### config.mk
export PLATFORM = sky130hd
export DESIGN_NAME = inverter_param_regs_b
export DESIGN_NICKNAME = d
export VERILOG_FILES = /design/src/rtl/inverter_param_regs_b_pkg.sv /design/src/rtl/param_cell.sv /design/src/rtl/inverter_param_regs_b.sv
export SDC_FILE = /design/constraint.sdc
export NUM_CORES = 1
export LEC_CHECK = 0
export BUFFER_PORTS_ARGS = -buffer_cell sky130_fd_sc_hd__buf_4
export CAP_MARGIN = 0
export CORE_UTILIZATION = 40
export CTS_CLUSTER_DIAMETER = 100
export DETAILED_ROUTE_END_ITERATION = 12
export PLACE_DENSITY_LB_ADDON = 0.12
export SLEW_MARGIN = 20
export SYNTH_ARGS = -nofsm -noshare
export SYNTH_HDL_FRONTEND = slang
export SYNTH_SLANG_ARGS = --single-unit
### constraint.sdc
create_clock -name i_clk_sys -period 2.9 [get_ports i_clk_sys]
set_input_delay 0.145 -clock i_clk_sys [delete_from_list [all_inputs] [get_ports i_clk_sys]]
set_output_delay 0.145 -clock i_clk_sys [all_outputs]
set_load 0.01 [all_outputs]
### src/rtl/inverter_param_regs_b_pkg.sv
// Package for the second-half parameter bank of the inverter: register map,
// legal ranges, initialisation values and timing constants.
// Assumes a 16-bit word-addressed host port that reaches the printed offsets.
package inverter_param_regs_b_pkg;

   // Port widths and bank size
   localparam int DW = 16;
   localparam int AW = 16;
   localparam int NREG = 30;

   // Indices into the bank that the control logic looks at directly
   localparam int IDX_CARRIER = 0;
   localparam int IDX_STOP = 1;
   localparam int IDX_SCOPE = 2;
   localparam int IDX_VF_F1 = 3;
   localparam int IDX_VF_F7 = 15;
   localparam int IDX_OV_EN = 17;
   localparam int IDX_OV_LEVEL = 18;
   localparam int IDX_LINK_LOSS = 27;
   localparam int IDX_PROTECT = 28;
   localparam int IDX_TRIGGER = 29;

   // Word addresses, in bank index order
   localparam logic [AW-1:0] REG_ADDR [NREG] = '{
      16'h135C, 16'h135E, 16'h1361,
      16'h1367, 16'h1368, 16'h1369, 16'h136A, 16'h136B, 16'h136C, 16'h136D,
      16'h136E, 16'h136F, 16'h1370, 16'h1371, 16'h1372, 16'h1373, 16'h1374,
      16'h1385, 16'h1386, 16'h1387, 16'h1388, 16'h1389,
      16'h1399, 16'h13A3, 16'h13A4, 16'h13A6, 16'h13A7, 16'h13A8, 16'h13A9,
      16'h13B7};

   // Lower bound of each legal range
   localparam logic [DW-1:0] REG_MIN [NREG] = '{
      16'h0000, 16'h0000, 16'h0000,
      16'h0000, 16'h0000, 16'h0000, 16'h0000, 16'h0000, 16'h0000, 16'h0000,
      16'h0000, 16'h0000, 16'h0000, 16'h0000, 16'h0000, 16'h0000, 16'h0000,
      16'h0000, 16'h014A, 16'h000A, 16'h0000, 16'h0000,
      16'h0001, 16'h0001, 16'h0001, 16'h0000, 16'h0000, 16'h0000, 16'h0000,
      16'h0000};

   // Upper bound; frequency points 1 to 6 take the next point's value instead
   localparam logic [DW-1:0] REG_MAX [NREG] = '{
      16'h0001, 16'h0001, 16'h0001,
      16'h0000, 16'h0BB8, 16'h0000, 16'h0BB8, 16'h0000, 16'h0BB8, 16'h0000,
      16'h0BB8, 16'h0000, 16'h0BB8, 16'h0000, 16'h0BB8, 16'h0190, 16'h0BB8,
      16'h0003, 16'h0186, 16'h0BB8, 16'h01F4, 16'h05DC,
      16'h003C, 16'h0012, 16'h0012, 16'h0001, 16'h0001, 16'h0004, 16'h0001,
      16'h0001};

   // Value after reset and after an initialisation
   localparam logic [DW-1:0] REG_DFLT [NREG] = '{
      16'h0000, 16'h0000, 16'h0000,
      16'h0000, 16'h0000, 16'h0000, 16'h0000, 16'h0000, 16'h0000, 16'h0000,
      16'h0000, 16'h0000, 16'h0000, 16'h0000, 16'h0000, 16'h0000, 16'h0000,
      16'h0000, 16'h017C, 16'h000A, 16'h0000, 16'h0000,
      16'h0001, 16'h0001, 16'h0001, 16'h0000, 16'h0000, 16'h0000, 16'h0000,
      16'h0000};

   // Suppression level range and default on the higher voltage class
   localparam logic [DW-1:0] OV_LEVEL_HI_MIN = 16'h0294;
   localparam logic [DW-1:0] OV_LEVEL_HI_MAX = 16'h030C;
   localparam logic [DW-1:0] OV_LEVEL_HI_DFLT = 16'h02F8;

   // Registers spared by a partial initialisation (communication settings)
   localparam logic [NREG-1:0] INIT_KEEP_MASK = 30'h0800_0000;

   // Scope code that resets everything
   localparam logic [DW-1:0] SCOPE_ALL = 16'h0000;
   // Trigger and protect codes
   localparam logic [DW-1:0] CODE_ON = 16'h0001;

   // Last startup count; startup spends one cycle more than this, then one init cycle, before the host may write (strap settling)
   localparam logic [1:0] STARTUP_CYCLES = 2'h3;

   // Phases of the bank control
   typedef enum logic [1:0] {PH_STARTUP, PH_RUN, PH_INIT} phase_t;

endpackage

### src/rtl/param_cell.sv
// One range-checked 16-bit parameter word.
// Assumes the owner supplies the current legal bounds and gates the write.
`timescale 1ns/1ps
`default_nettype none
module param_cell #(
   parameter logic [15:0] RST_VAL = 16'h0000
) (
   // Clock and reset
   input wire logic i_clk_sys,
   input wire logic i_srst,
   // Initialisation load
   input wire logic i_load,
   input wire logic [15:0] i_load_val,
   // Host write and bounds
   input wire logic i_wr,
   input wire logic [15:0] i_wdata,
   input wire logic [15:0] i_lo,
   input wire logic [15:0] i_hi,
   // Stored word and range verdict
   output logic [15:0] o_value,
   output logic o_in_range
);

   logic [15:0] value_r; // Held parameter
   logic [15:0] value_nxt; // Next parameter

   // Bounds are inclusive at both ends
   assign o_in_range = (i_wdata >= i_lo) && (i_wdata <= i_hi);
   assign o_value = value_r;

   // Load wins over a write; an out-of-range write leaves the word alone
   always_comb
   begin
      value_nxt = value_r;
      if (i_load)
      begin
         value_nxt = i_load_val;
      end
      else if (i_wr && o_in_range)
      begin
         value_nxt = i_wdata;
      end
   end

   // Register only
   always_ff @(posedge i_clk_sys)
   begin
      if (i_srst)
      begin
         value_r <= RST_VAL;
      end
      else
      begin
         value_r <= value_nxt;
      end
   end

endmodule
`default_nettype wire

### src/rtl/inverter_param_regs_b.sv
// Parameter bank for stop mode, carrier reduction, initialisation, the free
// V/f curve, over-voltage suppression, external panel and write protection.
// Assumes one 25 MHz clock, a synchronous reset and a never-waiting host port.
// Also assumes the class strap is steady for the first few cycles after reset.
`timescale 1ns/1ps
`default_nettype none
module inverter_param_regs_b (
   // Clock and reset
   input wire logic i_clk_sys,
   input wire logic i_srst,
   // Host register port
   input wire logic [inverter_param_regs_b_pkg::AW-1:0] i_addr,
   input wire logic [inverter_param_regs_b_pkg::DW-1:0] i_wdata,
   input wire logic i_wr,
   input wire logic i_rd,
   output logic [inverter_param_regs_b_pkg::DW-1:0] o_rdata,
   output logic o_err,
   // Voltage class strap, high for the higher class
   input wire logic i_high_volt_class,
   // Settings toward the motor control
   output logic o_carrier_reduce_en,
   output logic o_stop_coast,
   output logic [1:0] o_ov_suppress_mode,
   output logic [2:0] o_link_loss_action,
   output logic o_write_protected,
   // Initialisation status
   output logic o_init_busy,
   output logic o_init_done
);
   import inverter_param_regs_b_pkg::*;

   // Strap synchroniser; only the second and third stages are compared
   // The first stage may go metastable, so nothing but stage two reads it
   // A later change of class is tracked but never rewrites a stored level
   logic cls_s1_r;
   logic cls_s2_r;
   logic cls_s3_r;
   logic cls_r; // Settled voltage class
   logic cls_nxt;

   // Bank control
   // Startup and initialisation share one phase register, so busy has a
   // single source and cannot glitch between two separate machines
   // The startup count is short on purpose: it only covers strap settling
   phase_t phase_r;
   phase_t phase_nxt;
   logic [1:0] cnt_r; // Startup settling count
   logic [1:0] cnt_nxt;
   logic full_r; // Pending initialisation covers every word
   logic full_nxt;
   logic done_r;
   logic done_nxt;

   // Host answer registers
   // Both return to zero outside the answer cycle, so a stale read never lingers
   // and a refusal is seen exactly once
   logic [DW-1:0] rdata_r;
   logic [DW-1:0] rdata_nxt;
   logic err_r;
   logic err_nxt;

   // Bank wiring
   // Bounds are recomputed every cycle from the live bank, not latched, so a
   // moved neighbour point takes effect on the very next write
   logic [DW-1:0] val [NREG]; // Stored words
   logic [DW-1:0] lo [NREG]; // Current lower bounds
   logic [DW-1:0] hi [NREG]; // Current upper bounds
   logic [DW-1:0] ld_val [NREG]; // Initialisation values
   logic [NREG-1:0] in_range; // Per-word verdict on i_wdata
   logic [NREG-1:0] sel; // Address decode
   logic [NREG-1:0] wr_go; // Write gate per word
   logic load_all; // Initialisation this cycle
   logic hit; // Address names a live word
   logic wr_ok; // Current write is stored

   // Three-stage strap capture; a new class counts once stages two and three agree
   // A one-cycle glitch on the pin never reaches stage three in agreement,
   // so it cannot flip the class
   always_comb
   begin
      cls_nxt = cls_r;
      if (cls_s2_r == cls_s3_r)
      begin
         cls_nxt = cls_s3_r;
      end
   end

   // Strap flops; reset reads the lower class until the chain has filled,
   // which the startup phase waits out before loading the level default
   always_ff @(posedge i_clk_sys)
   begin
      if (i_srst)
      begin
         cls_s1_r <= 1'b0;
         cls_s2_r <= 1'b0;
         cls_s3_r <= 1'b0;
         cls_r <= 1'b0;
      end
      else
      begin
         cls_s1_r <= i_high_volt_class;
         cls_s2_r <= cls_s1_r;
         cls_s3_r <= cls_s2_r;
         cls_r <= cls_nxt;
      end
   end

   // Bounds and initialisation values for every word
   // The constant table is applied first, then the live exceptions below
   // override it: the moving caps of the curve and the class-dependent level
   // Keeping both in one process avoids two drivers on the same bound
   // The cap chain only reads flops, so no combinational loop forms
   always_comb
   begin
      for (int i = 0; i < NREG; i++)
      begin
         lo[i] = REG_MIN[i];
         hi[i] = REG_MAX[i];
         ld_val[i] = REG_DFLT[i];
      end
      // Each of the first six frequency points is capped by its successor
      for (int k = 0; k < 6; k++)
      begin
         hi[IDX_VF_F1 + 2 * k] = val[IDX_VF_F1 + 2 * k + 2];
      end
      // Suppression level range follows the voltage class
      if (cls_r)
      begin
         lo[IDX_OV_LEVEL] = OV_LEVEL_HI_MIN;
         hi[IDX_OV_LEVEL] = OV_LEVEL_HI_MAX;
         ld_val[IDX_OV_LEVEL] = OV_LEVEL_HI_DFLT;
      end
   end

   // Address decode; anything not in the table counts as inaccessible
   // Addresses in the table are unique, so at most one select is ever high
   // Reserved gaps inside the map and the unused span above it look alike
   always_comb
   begin
      for (int i = 0; i < NREG; i++)
      begin
         sel[i] = (i_addr == REG_ADDR[i]);
      end
   end

   assign hit = |sel;

   // A write lands only in run phase, on a live word, in range, and past protection
   // The protect word stays writable while set, otherwise the bank could
   // never be unlocked again without a reset
   // Writes during startup or an initialisation are refused, not queued
   // The range verdict comes from the selected cell only
   assign wr_ok = i_wr && hit && (phase_r == PH_RUN) && |(sel & in_range)
      && !((val[IDX_PROTECT] == CODE_ON) && !sel[IDX_PROTECT]);
   // Initialisation lasts exactly one cycle of the phase register
   // Every cell not spared by a partial scope loads its default then
   assign load_all = (phase_r == PH_INIT);

   // Per-word write gate; address decode keeps it one-hot
   // A refused write raises no gate at all
   always_comb
   begin
      for (int i = 0; i < NREG; i++)
      begin
         wr_go[i] = wr_ok && sel[i];
      end
   end

   // The bank itself
   // One cell per word; each checks its own bounds so the range logic repeats
   // Words spared by a partial initialisation keep their value, since their
   // load is masked while the pending scope is not the full one
   // Reset values equal the lower-class defaults; startup reloads them anyway
   genvar g;
   generate
      for (g = 0; g < NREG; g++)
      begin : g_cell
         param_cell #(
            .RST_VAL(REG_DFLT[g])
         ) u_cell (
            .i_clk_sys(i_clk_sys),
            .i_srst(i_srst),
            .i_load(load_all && (full_r || !INIT_KEEP_MASK[g])),
            .i_load_val(ld_val[g]),
            .i_wr(wr_go[g]),
            .i_wdata(i_wdata),
            .i_lo(lo[g]),
            .i_hi(hi[g]),
            .o_value(val[g]),
            .o_in_range(in_range[g])
         );
      end
   endgenerate

   // Phase control: settle the strap, load defaults, then serve the host
   // The scope is sampled at the trigger write, so a scope change in the
   // busy cycle cannot alter an initialisation already started
   always_comb
   begin
      phase_nxt = phase_r;
      cnt_nxt = cnt_r;
      full_nxt = full_r;
      done_nxt = 1'b0;
      unique case (phase_r)
         PH_STARTUP:
         begin
            // Waiting lets the class settle before its default level is loaded
            cnt_nxt = cnt_r + 2'h1;
            if (cnt_r == STARTUP_CYCLES)
            begin
               phase_nxt = PH_INIT;
               full_nxt = 1'b1;
            end
         end
         PH_RUN:
         begin
            // Writing one to the trigger starts an initialisation of the chosen scope
            // The trigger word itself is reloaded to zero by that initialisation
            if (wr_go[IDX_TRIGGER] && (i_wdata == CODE_ON))
            begin
               phase_nxt = PH_INIT;
               full_nxt = (val[IDX_SCOPE] == SCOPE_ALL);
            end
         end
         PH_INIT:
         begin
            // One cycle is enough: every cell loads in parallel
            phase_nxt = PH_RUN;
            done_nxt = 1'b1;
         end
         default:
         begin
            // The unused code restarts the bank rather than sticking
            phase_nxt = PH_STARTUP;
            cnt_nxt = 2'h0;
            full_nxt = 1'b1;
         end
      endcase
   end

   // Phase flops; reset starts a full startup initialisation every time,
   // so a mid-run reset also picks up a changed class strap
   always_ff @(posedge i_clk_sys)
   begin
      if (i_srst)
      begin
         phase_r <= PH_STARTUP;
         cnt_r <= 2'h0;
         full_r <= 1'b1;
         done_r <= 1'b0;
      end
      else
      begin
         phase_r <= phase_nxt;
         cnt_r <= cnt_nxt;
         full_r <= full_nxt;
         done_r <= done_nxt;
      end
   end

   // Host answers: read data and refusal flag stand in the cycle after the strobe
   // Reads are served in every phase; a read during initialisation returns
   // the word as it stood before the load
   always_comb
   begin
      rdata_nxt = '0;
      err_nxt = 1'b0;
      if (i_rd)
      begin
         if (hit)
         begin
            for (int i = 0; i < NREG; i++)
            begin
               if (sel[i])
               begin
                  rdata_nxt = val[i];
               end
            end
         end
         else
         begin
            // Unmapped read: refuse, and the data stays zero
            err_nxt = 1'b1;
         end
      end
      else if (i_wr && !wr_ok)
      begin
         // Any write that was not stored is reported, whatever the reason, unless a read is strobed in the same cycle
         err_nxt = 1'b1;
      end
   end

   // Answer flops; registering them keeps the host timing independent of
   // the depth of the read multiplexer
   always_ff @(posedge i_clk_sys)
   begin
      if (i_srst)
      begin
         rdata_r <= '0;
         err_r <= 1'b0;
      end
      else
      begin
         rdata_r <= rdata_nxt;
         err_r <= err_nxt;
      end
   end

   // Outputs; settings come straight from the bank flops
   // Only the low bits that carry a legal code are passed on; the range
   // check guarantees the upper bits of these words are zero
   // Busy is a decode of the phase register and is therefore glitch-free
   assign o_rdata = rdata_r;
   assign o_err = err_r;
   assign o_carrier_reduce_en = val[IDX_CARRIER][0];
   assign o_stop_coast = val[IDX_STOP][0];
   assign o_ov_suppress_mode = val[IDX_OV_EN][1:0];
   assign o_link_loss_action = val[IDX_LINK_LOSS][2:0];
   assign o_write_protected = val[IDX_PROTECT][0];
   assign o_init_busy = (phase_r != PH_RUN);
   assign o_init_done = done_r;

endmodule
`default_nettype wire

# Word level (Yosys, flattened, before mapping)

Cells that the tools add are included.

Flip-flop bits (word level): 507
Word-level logic and storage cells: 249
Output and inout bits: 27

Order comparisons: 20
Mux-type cells: 46
Bitwise logic cells: 4
Reduce and logical (&&, ||, !) cells: 99
Add/sub/neg operators: 1
Equal/unequal tests: 39

Operators by type and width:

| cell                 | count |
|---|---|
| $mux 16              | 32 |
| $eq 16x13->1 const B | 30 |
| $le 16x16->1         | 6 |
| $logic_and 1x1->1    | 85 |
| $reduce_or 30->1     | 2 |
| $eq 16x1->1 const B  | 2 |
| $ge 16x1->1 const B  | 2 |
| $le 16x9->1 const B  | 2 |
| $and 30x30->30       | 1 |
| $mux 10              | 3 |
| $ge 16x10->1         | 1 |
| $ge 16x4->1 const B  | 1 |
| $le 16x1->1 const B  | 1 |
| $le 16x10->1         | 1 |
| $le 16x11->1 const B | 1 |
| $le 16x12->1 const B | 1 |
| $le 16x2->1 const B  | 1 |
| $le 16x3->1 const B  | 1 |
| $le 16x5->1 const B  | 1 |
| $le 16x6->1 const B  | 1 |
| $logic_not 16->1     | 1 |
| $mux 1               | 6 |
| $pmux 2 s3           | 1 |
| $reduce_or 2->1      | 3 |
| 16 further kinds     | 23 |

# Depth between registers and ports, before layout

Gate-level depths: netlist of run 1.

Depth after elaboration: 31
Depth in mapped cells: 15

# Modules after synthesis

Synthesis of run 1 repeated with hierarchy kept, for this count alone.

Cell total of the unflattened synthesis: 8605
Area total of the unflattened synthesis: 66072.1 um2

By module, submodules not included:

| module                              | sequential area each (um2) | cells an instance | times used | area an instance (um2) |
|---|---|---|---|---|
| param_cell at g_cell[0].u_cell ...  | 320.3                      | 254               | 25         | 2001.9 |
| inverter_param_regs_b               | 540.5                      | 1031              | 1          | 6533.8 |
| param_cell at g_cell[22].u_cell ... | 320.3                      | 269               | 3          | 2080.7 |
| param_cell at g_cell[19].u_cell     | 320.3                      | 214               | 1          | 1689.1 |
| param_cell at g_cell[18].u_cell     | 320.3                      | 203               | 1          | 1559.0 |

# Worst setup path after synthesis of run 1

Ideal clock, no wire load.

Path kind: reg-to-reg
From: register cls_r
To: register g_cell[18].u_cell.value_r[9]
Cell stages (with the launch flop): 12
Setup time: 0.115 ns
Clock period less this slack: 2.889 ns
Arrival time: 2.775 ns
Path slack: 0.011 ns
Cell sequence: dfxtp_1 -> inv_1 -> ha_1 -> or4_1 -> o22ai_1 -> a211oi_1 -> a211oi_1 -> or4_1 -> nand4_1 -> o41ai_2 -> a22oi_1 -> o21a_1

Cells in the longest elaborated chain, start to end: 10
Elaborated cells between the ends (all ways): 14

RTL lines:

| what                                                | RTL line                     | RTL |
|---|---|---|
| from (decl)                                         | inverter_param_regs_b.sv:38  | `logic cls_r;` |
| from (signal assigned)                              | inverter_param_regs_b.sv:104 | `cls_r <= cls_nxt;` |
| $mux 10                                             | inverter_param_regs_b.sv:127 | `if (cls_r)` |
| $ge 16x10->1 / $le 16x10->1 (equally long branches) | param_cell.sv:28             | `assign o_in_range = (i_wdata >= i_lo) && (i_wdata <= i_hi);` |
| $logic_and 1x1->1                                   | param_cell.sv:28             |  |
| $and 30x30->30                                      | inverter_param_regs_b.sv:153 | `assign wr_ok = i_wr && hit && (phase_r == PH_RUN) && \|(sel & in_range)` |
| $reduce_or 30->1                                    | inverter_param_regs_b.sv:153 |  |
| $logic_and 1x1->1                                   | inverter_param_regs_b.sv:153 |  |
| $logic_and 1x1->1                                   | inverter_param_regs_b.sv:154 | `&& !((val[IDX_PROTECT] == CODE_ON) && !sel[IDX_PROTECT]);` |
| $logic_and 1x1->1                                   | inverter_param_regs_b.sv:165 | `wr_go[i] = wr_ok && sel[i];` |
| $logic_and 1x1->1                                   | param_cell.sv:39             | `else if (i_wr && o_in_range)` |
| $reduce_bool 2->1 (no source line)                  | n/a                          |  |
| to (signal assigned)                                | param_cell.sv:54             | `value_r <= value_nxt;` |
| to (decl)                                           | param_cell.sv:24             | `logic [15:0] value_r;` |

Parallel ways exist; a longest one is shown, timed or not.
A chain may end at the register's enable or synchronous reset.

# Worst setup path in the final report of run 1

From: input port i_addr[13] (netlist bit)
To: register rdata_r[10], in the netlist o_rdata[10]

Cells in the longest elaborated chain, start to end: 31
Elaborated cells between the ends (all ways): 63

RTL lines:

| what                   | RTL line                     | RTL |
|---|---|---|
| from (decl)            | inverter_param_regs_b.sv:12  | `input wire logic [inverter_param_regs_b_pkg::AW-1:0] i_addr,` |
| $eq 16x13->1           | inverter_param_regs_b.sv:142 | `sel[i] = (i_addr == REG_ADDR[i]);` |
| $mux 16 (30 in series) | inverter_param_regs_b.sv:274 | `if (sel[i])` |
| to (signal assigned)   | inverter_param_regs_b.sv:304 | `rdata_r <= rdata_nxt;` |
| to (decl)              | inverter_param_regs_b.sv:57  | `logic [DW-1:0] rdata_r;` |

Parallel ways exist; a longest one is shown, timed or not.

==> run summary, run 1 <==
The area enclosed by the die boundary came out at 62840 um2. Of the total synthesized cell area, the portion taken by full adders, half adders and majority gates is 5.615%. Classification of the worst-slack hold path: in -> reg. The tools report the launch instance of the worst register-to-register path as g_cell[2].u_cell.o_value[9]. Dividing the final minimum period by the clock period gives 101.2%. For the signal arrival time at the worst endpoint, the log shows 3.44 ns. Post-route core utilization: 53.95%. In this run the static leakage power is 13.26 nW. The worst setup path is of the in -> reg kind. For flop-to-flop paths, the worst setup slack is 0.01 ns. The layout has 5652 filler cells. For the initial core utilization, the log shows 40.75%. After technology mapping, the gate count stands at 2966. After floorplanning, the core was divided into 90 placement rows.

Yosys attributes the largest share of cell area to sky130_fd_sc_hd__dfxtp_1, sky130_fd_sc_hd__ha_1, sky130_fd_sc_hd__nand2_1. The path with the worst hold slack has its endpoint at g_cell[6].u_cell.o_value[4]. After synthesis, the share of cell area in mux cells is 4.952%. For the number of global-route vias before repair, the log shows 24260. The final reports fail on negative setup slack. For the net total in the final layout, the log shows 3631. In this run, the clock network consumes 44.4% of the power.

Traced cell by cell, the critical path runs through buf_4, or4b_4, buf_4, nor4_4, buf_4, nand2_1, buf_4, nor3_1, nor3_1, buf_4, o211a_1, o211ai_1, and4b_1, nor3_2. For this run the aggregate overflow at the end of global routing stands at 0. The clock net sink count was 507. In this run, the combinational gates consume 12.5% of the power. The simple-gate share of the synthesized area was 23.70%; the depth of the worst hold-timing path was 4. Sequential cells were found to cover 41.03% of the synthesized design area.

Once layout is done, the placed cells without fillers occupy 32740 um2. The tools report the nature of the critical path endpoint as a register. The number of distinct library cell variants in the gate-level netlist after synthesis is 85, and the number of warning messages in the yosys log is 0.

The met2 track demand over resource in global routing was 51.18%. Summed over all instances, the cell type with the most area after synthesis is sky130_fd_sc_hd__dfxtp_1. Dividing the detail-routed wire length by the instance count gives 25.67 um. Detailed placement finished with a half-perimeter wire length of 84970 um. The total power density per cell area was 499.0 nW/um2. The layout cell share with drive strength beyond 1 was 24.11%. The run gives 0.01182 W as the internal power contribution.

The overall via count from detail_route is 25320. Counting stages on the worst path, the most repeated cell is sky130_fd_sc_hd__buf_4. The first TritonRoute pass finished after 6 iterations. The global-route track usage on met1 is 50.53%. During I/O placement, the number of pins put on the boundary was 64. The clock period minus worst slack was 2.936 ns; the max capacitance violation total was 0.

After the first detailed-routing iteration, the DRC count stood at 2833. The layer flagged by global routing as most heavily used is met2. Buffers inserted during clock tree synthesis total 56. The synthesized netlist devotes 19.09% of its cell area to compound gates. For the number of setup violations in the final report, the log shows 1. For the number of remaining DRC errors, the log shows 0.

The vertical die dimension works out to 250.7 um. The maximum fanout count along the critical path works out to 6. The via density per instance is 5.871, and the net count after synthesis is 3114. Measured in cells, the most critical reg-to-reg path has a length of 9. The mapped netlist covers 24740 um2. Slew at the pin with the worst max-slew slack: 0.9194 ns. The largest single stage delay on the critical path is 0.62 ns. For this block, the routed nets add up to 110700 um of wire. For met3 alone, demand over resource in global routing was 5.580%. Number of antenna violations at the first check in global routing: 0. The flip-flop and latch count after synthesis was 507.

Largest family of logic cells by synthesized area: simple AND/OR/NAND/NOR gates. After detailed placement, the total cell area comes to 30340 um2. For the worst setup path, the data required time is 3.40 ns. The depth of the critical timing path with buffers and inverters included is 14. At the end of routability-driven placement, the weighted congestion stood at 0.9835. In this run the remaining antenna-violating nets after routing total 0. The top flip-flop cell by instance count after synthesis was sky130_fd_sc_hd__dfxtp_1.

Across the routed clock network, the largest skew measured is 0.01973 ns. The max-slew violation count was 0. The largest individual stage delay along the critical path comes from the cell sky130_fd_sc_hd__or4b_4. Summing the areas of all xor and xnor instances in the mapped netlist gives 0% of the synthesized area. The clock transition time at the flip-flop clock pins of the worst setup and hold paths was 0.06 ns; the remaining max-slew budget at the tightest pin was 38.48%. The number of port buffers was 63; the switching power was 0.004524 W. TritonCTS built the clock tree. Timing would allow up to 340.6 MHz. Sequential share of power: 43.1%.

For the global router's overall resource usage, the log shows 34.71%. The run gives 2 as the number of H-tree levels. Pin count of the biggest net entering global routing: 105.

The tools report the worst min-delay path startpoint as i_wdata[4]. The final hold violation count came out at 0. The critical path starts at i_addr[13]. The flow ran to the end, but the final reports show violations. The synthesized design devotes to its leading area cell type 41.03% of total area. Counting flops with a built-in enable in the synthesized netlist gives 0. The endpoint of the worst-slack reg-to-reg timing path is o_rdata[9].

The later pin in the worst-skew pair is clocked with a latency of 0.63 ns. STA classifies the critical path startpoint as a primary input. The critical path contains buffers and inverters numbering 5 combined. The first global-routing pass estimated 162700 um of wire. The region available for standard cell placement spans 60700 um2. A synthesized cell averages 8.340 um2. Relative to the synthesized area, the layout overhead comes to 32.37%.

The buffer type at the clock tree root was sky130_fd_sc_hd__clkbuf_16. The cell family contributing the most delay on the critical path is simple AND/OR/NAND/NOR gates. After synthesis, the share of flip-flops with an asynchronous set or reset is 0%. The clock passes through at most 3 buffers. The completed layout was analyzed and its total power is 0.01634 W. The logs give -0.03619 ns for the smallest setup slack after layout and 445.4 uV for the worst-case vdd ir drop. The chip width was 250.7 um; the fraction of power spent switching nets was 27.69%. Setup repair after global routing could not meet its margin everywhere.
==> through the flow <==
step / setup TNS [ns] / worst slack [ns] / cells / hold slack [ns]
after detailed placement: -88.88 / -1.025 / 4186 / 0.3667
after floorplan: 0 / 0.01078 / 2966 / 0.2732
after CTS: -0.03549 / -0.01846 / 4310 / 0.002156
after global placement: -68.65 / -0.9560 / 4186 / 0.3625
after global routing: -0.07679 / -0.01910 / 4312 / 0.02020
final: -0.03619 / -0.03619 / 4313 / 0.02599
==> kinds of logic (layout without fill, tap and decap cells) <==
family                   Yosys count  in the layout
AO/OA/AOI/OAI                    727            727
adder cells (fa/ha/maj)          111            111
buffers and inverters            331            895
flip-flops                       507            507
multiplexers                     122            122
other                              0              1
AND/OR/NAND/NOR                 1168           1168
==> state kept, by name (all words and copies together) (netlist names) <==
name / flops
o_err: 1
cnt_r: 2
cls_s3_r: 1
cls_s2_r: 1
o_init_done: 1
g_cell.u_cell.o_value: 480
phase_r: 2
o_rdata: 16
cls_r: 1
full_r: 1
cls_s1_r: 1
==> placed cells by master (no fill, tap or decap), types with 8 or more instances in the layout <==
cell and n:
sky130_fd_sc_hd__a2111oi_0 10, sky130_fd_sc_hd__a211o_1 8, sky130_fd_sc_hd__a211oi_1 20, sky130_fd_sc_hd__a21o_1 20, sky130_fd_sc_hd__a21oi_1 256, sky130_fd_sc_hd__a221o_1 19, sky130_fd_sc_hd__a221oi_1 34, sky130_fd_sc_hd__a22oi_1 34
sky130_fd_sc_hd__a31oi_1 9, sky130_fd_sc_hd__and2_1 174, sky130_fd_sc_hd__and3_1 54, sky130_fd_sc_hd__buf_12 48, sky130_fd_sc_hd__buf_4 603, sky130_fd_sc_hd__clkbuf_1 14, sky130_fd_sc_hd__clkbuf_16 56, sky130_fd_sc_hd__clkbuf_8 9
sky130_fd_sc_hd__clkinv_2 15, sky130_fd_sc_hd__dfxtp_1 506, sky130_fd_sc_hd__dlygate4sd3_1 18, sky130_fd_sc_hd__ha_1 106, sky130_fd_sc_hd__inv_1 114, sky130_fd_sc_hd__mux2i_1 119, sky130_fd_sc_hd__nand2_1 349, sky130_fd_sc_hd__nand2b_1 14
sky130_fd_sc_hd__nand3_1 52, sky130_fd_sc_hd__nand4_1 37, sky130_fd_sc_hd__nor2_1 283, sky130_fd_sc_hd__nor2b_1 20, sky130_fd_sc_hd__nor3_1 48, sky130_fd_sc_hd__nor3_2 11, sky130_fd_sc_hd__nor4_1 19, sky130_fd_sc_hd__nor4_2 11
sky130_fd_sc_hd__o2111ai_1 11, sky130_fd_sc_hd__o211ai_1 26, sky130_fd_sc_hd__o21a_1 20, sky130_fd_sc_hd__o21ai_0 116, sky130_fd_sc_hd__o221ai_1 16, sky130_fd_sc_hd__o22ai_1 50, sky130_fd_sc_hd__or3_1 11, sky130_fd_sc_hd__or4_1 9
==> layout make-up <==
type	instances	area, um2	share of cell area, %
Antenna cell	1	2.502	0.007642
Clock inverter	26	272.8	0.8330
Tap cell	782	978.4	2.988
Multi-Input combinational cell	2128	13600	41.53
Timing Repair Buffer	674	5724	17.48
Inverter	116	437.9	1.337
Clock buffer	79	1578	4.818
Sequential cell	507	10150	31.00
==> power by group through the flow <==
stage | Clock [W] | Combinational, W | Sequential, W
after global routing | 0.00762 | 0.00215 | 0.00704
final | 0.00726 | 0.00204 | 0.00704
after detailed placement | 0 | 0.00194 | 0.00720
after global placement | 0 | 0.00191 | 0.00719
after floorplan | 0 | 0.000958 | 0.00719
after CTS | 0.00735 | 0.00198 | 0.00704
==> worst register-to-register path: cells and delay by family, from the launching register on <==
kind / cells / cell delay [ns]
compound gates: 8 / 1.93
flops: 1 / 0.42
simple gates: 1 / 0.48
==> worst max-delay path by stage <==
stage                                    to  slack [ns]
2_1_floorplan  g_cell[18].u_cell.o_value[9]        0.01
3_3_place_gp                    o_rdata[13]       -0.96
3_5_place_dp                    o_rdata[13]       -1.03
4_1_cts        g_cell[18].u_cell.o_value[2]       -0.02
5_1_grt        g_cell[18].u_cell.o_value[2]       -0.02
6_report                        o_rdata[10]       -0.04
==> layer usage <==
| layer | routed length [um] | vias to the layer above |
|---|---|---|
| met5 | 0 | - |
| met3 | 9506 | 192 |
| li1 | - | 11600 |
| met1 | 50530 | 12400 |
| met4 | 4006 | 0 |
| met2 | 46680 | 1128 |
==> synthesized netlist by cell type, types with 12 or more instances <==
cell / n
sky130_fd_sc_hd__ha_1: 111
sky130_fd_sc_hd__o21a_1: 21
sky130_fd_sc_hd__a221oi_1: 36
sky130_fd_sc_hd__nor2_1: 286
sky130_fd_sc_hd__and3_1: 55
sky130_fd_sc_hd__o221ai_1: 17
sky130_fd_sc_hd__or4_1: 12
sky130_fd_sc_hd__a211oi_1: 22
sky130_fd_sc_hd__mux2i_1: 119
sky130_fd_sc_hd__nand2_1: 350
sky130_fd_sc_hd__nand3_1: 52
sky130_fd_sc_hd__and2_1: 175
sky130_fd_sc_hd__a22oi_1: 34
sky130_fd_sc_hd__a221o_1: 19
sky130_fd_sc_hd__clkbuf_1: 146
sky130_fd_sc_hd__a21o_1: 20
sky130_fd_sc_hd__o211ai_1: 26
sky130_fd_sc_hd__nand2b_1: 14
sky130_fd_sc_hd__o22ai_1: 51
sky130_fd_sc_hd__nor4_1: 27
sky130_fd_sc_hd__buf_2: 45
sky130_fd_sc_hd__o21ai_0: 118
sky130_fd_sc_hd__a21oi_1: 262
sky130_fd_sc_hd__a2111oi_0: 13
sky130_fd_sc_hd__dfxtp_1: 507
sky130_fd_sc_hd__nand4_1: 37
sky130_fd_sc_hd__nor2b_1: 20
sky130_fd_sc_hd__inv_1: 115
sky130_fd_sc_hd__nor3_1: 53
==> timing repair <==
action | in CTS | in global routing
gates cloned | 0 | 0
setup endpoints to repair | 22 | 99
pin swaps | 10 | 13
hold buffers | 18 | 0
hold endpoints to repair | 46 | 0
buffers inserted | 2 | 3
resized for setup | 30 | 36
(Power assumes the default switching activity.)
==> run 2: changes to the inputs <==
- GPL_TIMING_DRIVEN: default -> 0
==> run 2 against run 1 <==
  * Flip-flop and latch count is the same
  * Largest power group unchanged
  * Via count shrank 0.18%
  * Power grew 2.0%
  * Critical path depth shrank 2
  * Count of clock-buffer cells in the layout grew 3
  * The run still ends with negative setup slack left
  * Utilization shrank 3.9 points
  * Register-to-register slack lost 0.31 ns
  * Sequential power is essentially flat
  * Final area shrank 7.3%
  * Global-route usage grew 4.9 points
==> run summary, run 2 (synthesized netlist as in run 1, its figures left out) <==
TritonCTS built the clock tree. The tools report the floorplan row count as 90 (unchanged). Setup repair after global routing could not meet its margin everywhere. Commonest cells after routing, fill and taps aside: sky130_fd_sc_hd__dfxtp_1, sky130_fd_sc_hd__nand2_1, sky130_fd_sc_hd__nor2_1, sky130_fd_sc_hd__a21oi_1, sky130_fd_sc_hd__and2_1 (was sky130_fd_sc_hd__buf_4, sky130_fd_sc_hd__dfxtp_1, sky130_fd_sc_hd__nand2_1, sky130_fd_sc_hd__nor2_1, sky130_fd_sc_hd__a21oi_1). The nature of the critical path startpoint is a register (was a primary input). The final critical-path share of the clock period was 110.3% (was 101.2%); the clock net sink count was 507 (unchanged). The number of global-route vias before repair came out at 23850 (was 24260). For the maximum clock rate, the log shows 312.6 MHz (was 340.6 MHz).

The register area came out at 10170 um2 (was 10150 um2). The number of detailed-route iterations in the first pass was 7 (was 6); the clock transition time at the flip-flop clock pins of the worst setup and hold paths was 0.06 ns (about the same). The net total in the final layout came out at 3318 (was 3631).

The run gives -0.30 ns (was 0.01 ns) as the register-to-register setup slack. The maximum fanout count along the critical path is 5 (was 6), and the number of inserted filler cells in the final layout is 5845 (was 5652). The HPWL after detailed placement came out at 92340 um (was 84970 um). Classification of the worst-slack hold path: in -> reg (unchanged).

Nature of the critical path endpoint: a register (unchanged). The worst-case vdd ir drop came out at 464.3 uV (was 445.4 uV). The number of H-tree levels came out at 2 (unchanged).

Buffer type at the clock tree root: sky130_fd_sc_hd__clkbuf_16 (unchanged). The tools report the detailed router's first-iteration violation count as 3308 (was 2833). Most common cell after layout, fill and taps aside: sky130_fd_sc_hd__dfxtp_1 (was sky130_fd_sc_hd__buf_4). The tools report the area enclosed by the die boundary as 62840 um2 (unchanged).

The routed wire length per instance was 31.61 um (was 25.67 um). Slew at the pin with the worst max-slew slack: 1.206 ns (was 0.9194 ns). The placed instance count is 3810 (was 4186). For the number of remaining DRC errors, the log shows 0 (unchanged). The overall via count from detail_route was 25270 (was 25320).

Via density per instance: 6.322 (was 5.871). The layout cell share with drive strength beyond 1 is 18.21% (was 24.11%), and the final hold violation count is 0 (unchanged). Chip width: 250.7 um (unchanged). Power consumption: 0.01667 W (was 0.01634 W). The flip-flop count of the largest register, all copies and words added is 480 (unchanged).

The tools report the signal arrival time at the worst endpoint as 3.72 ns (was 3.44 ns). The total power density per cell area was 549.4 nW/um2 (was 499.0 nW/um2); the number of antenna violations at the first check in global routing was 6 (was 0). The initial core utilization was 40.75% (unchanged).

The final standard cell count with taps included and fillers excluded is 3998 (was 4313). The run gives 64 (unchanged) as the number of primary I/O pins. The clock period minus worst slack works out to 3.199 ns (was 2.936 ns). The max capacitance violation total is 0 (unchanged), and the vertical die dimension is 250.7 um (unchanged). The clock buffer count from CTS was 57 (was 56). Smallest setup slack after layout: -0.2992 ns (was -0.03619 ns). The run finished, with violations left.

The cell leakage power was 11.65 nW (was 13.26 nW); the final routed wirelength across all metal layers was 126400 um (was 110700 um). The number of setup violations in the final report is 23 (was 1), and the required time of the worst setup path is 3.42 ns (was 3.40 ns). The run gives 1.038 (was 0.9835) as the final RePlAce weighted congestion. The worst clock skew is 0.01563 ns (was 0.01973 ns). The final-layout worst hold slack was 0.03104 ns (was 0.02599 ns). The count of antenna-violating nets left after detailed routing was 0 (unchanged). The critical path class was reg -> reg (was in -> reg). The number of port buffers works out to 60 (was 63). Violations in the final reports: negative setup slack (unchanged). The tools report the worst-skew pair later-pin latency as 0.63 ns (about the same). Multi-input combinational cell area: 14400 um2 (was 13600 um2).

The logs give 19 (was 105) for the pin count of the biggest net entering global routing and 19.60% (was 38.48%) for the remaining max-slew budget at the tightest pin. First-pass GRT wire length: 177200 um (was 162700 um). The logs give 0 (unchanged) for the global-route congestion overflow total and 3 (unchanged) for the number of buffers on the longest clock path. The global router's overall resource usage was 39.58% (was 34.71%); the core box area was 60700 um2 (unchanged). The layout overhead on the synthesized area was 22.69% (was 32.37%); the max-slew violation count was 0 (unchanged).
==> run 2: cell count changes in the layout (fill, tap and decap cells not counted), moves of 20 or more <==
cell and delta:
sky130_fd_sc_hd__buf_12 -44, sky130_fd_sc_hd__buf_4 -456, sky130_fd_sc_hd__buf_2 +35, sky130_fd_sc_hd__clkbuf_1 +54, sky130_fd_sc_hd__clkbuf_2 +61, sky130_fd_sc_hd__clkbuf_4 +20
==> run 2: cell type report <==
cell class,count,area share (%)
Multi-Input combinational cell,2128,47.43
Sequential cell,507,33.51
Clock buffer,82,5.475
Timing Repair Buffer,156,4.222
Buffer,204,3.851
Tap cell,782,3.224
Inverter,116,1.480
Clock inverter,20,0.7874
Antenna cell,3,0.02474
==> run 2: routing by layer <==
layer / part of all wire, % / vias to the layer above / GRT usage [%]
met5: 0 / - / 0
met4: 6.1 / 0 / 20.28
met3: 11 / 324 / 9.176
met2: 41 / 1530 / 56.37
met1: 42 / 12430 / 55.36
li1: - / 10990 / -
==> run 2: per-stage QoR <==
stage	util, %	area [um2]	setup WS [ns]	TNS, ns
2_1_floorplan	-	24740	0.01078	0
3_3_place_gp	43.11	26170	-3.075	-861.30
4_1_cts	49.03	29760	-0.1943	-2.292
6_report	50.00	30350	-0.2992	-4.322
3_5_place_dp	43.27	26260	-2.213	-638.75
5_1_grt	49.99	30340	-0.3457	-4.710
==> run 2: path summary, 6_finish.rpt <==
path	startpoint	endpoint	cells past startpoint
worst min register to register	cls_s1_r	cls_s2_r	1
worst min-delay path	i_wdata[12]	g_cell[5].u_cell.o_value[12]	3
worst max-delay path	cls_r	g_cell[18].u_cell.o_value[5]	12
worst max register to register	cls_r	g_cell[18].u_cell.o_value[5]	12
==> run 2: worst max-delay path, cell delays in order, from the launching register on <==
cell                         delay [ns]
sky130_fd_sc_hd__dfxtp_4           0.44
sky130_fd_sc_hd__clkinvlp_4        0.16
sky130_fd_sc_hd__buf_4             0.18
sky130_fd_sc_hd__buf_6             0.11
sky130_fd_sc_hd__ha_4              0.21
sky130_fd_sc_hd__a311o_1           0.30
sky130_fd_sc_hd__a211oi_2          0.27
sky130_fd_sc_hd__a211oi_2          0.10
sky130_fd_sc_hd__or4_4             0.57
sky130_fd_sc_hd__nand4_1           0.15
sky130_fd_sc_hd__o41ai_4           0.10
sky130_fd_sc_hd__buf_4             0.20
sky130_fd_sc_hd__a221o_1           0.28
==> run 2: timing repair <==
action,CTS,global route
pin swaps,45,42
hold buffers,10,0
buffers inserted,62,21
cloned,1,1
gates resized for setup,262,119
hold endpoints to repair,27,0
endpoints found under the setup margin,469,314
==> run 2: report_power, final <==
group / switching (W) / internal, W
registers: 0.0000324 / 0.00700
clock network: 0.00313 / 0.00433
logic: 0.00171 / 0.000475
total: 0.00486 / 0.0118
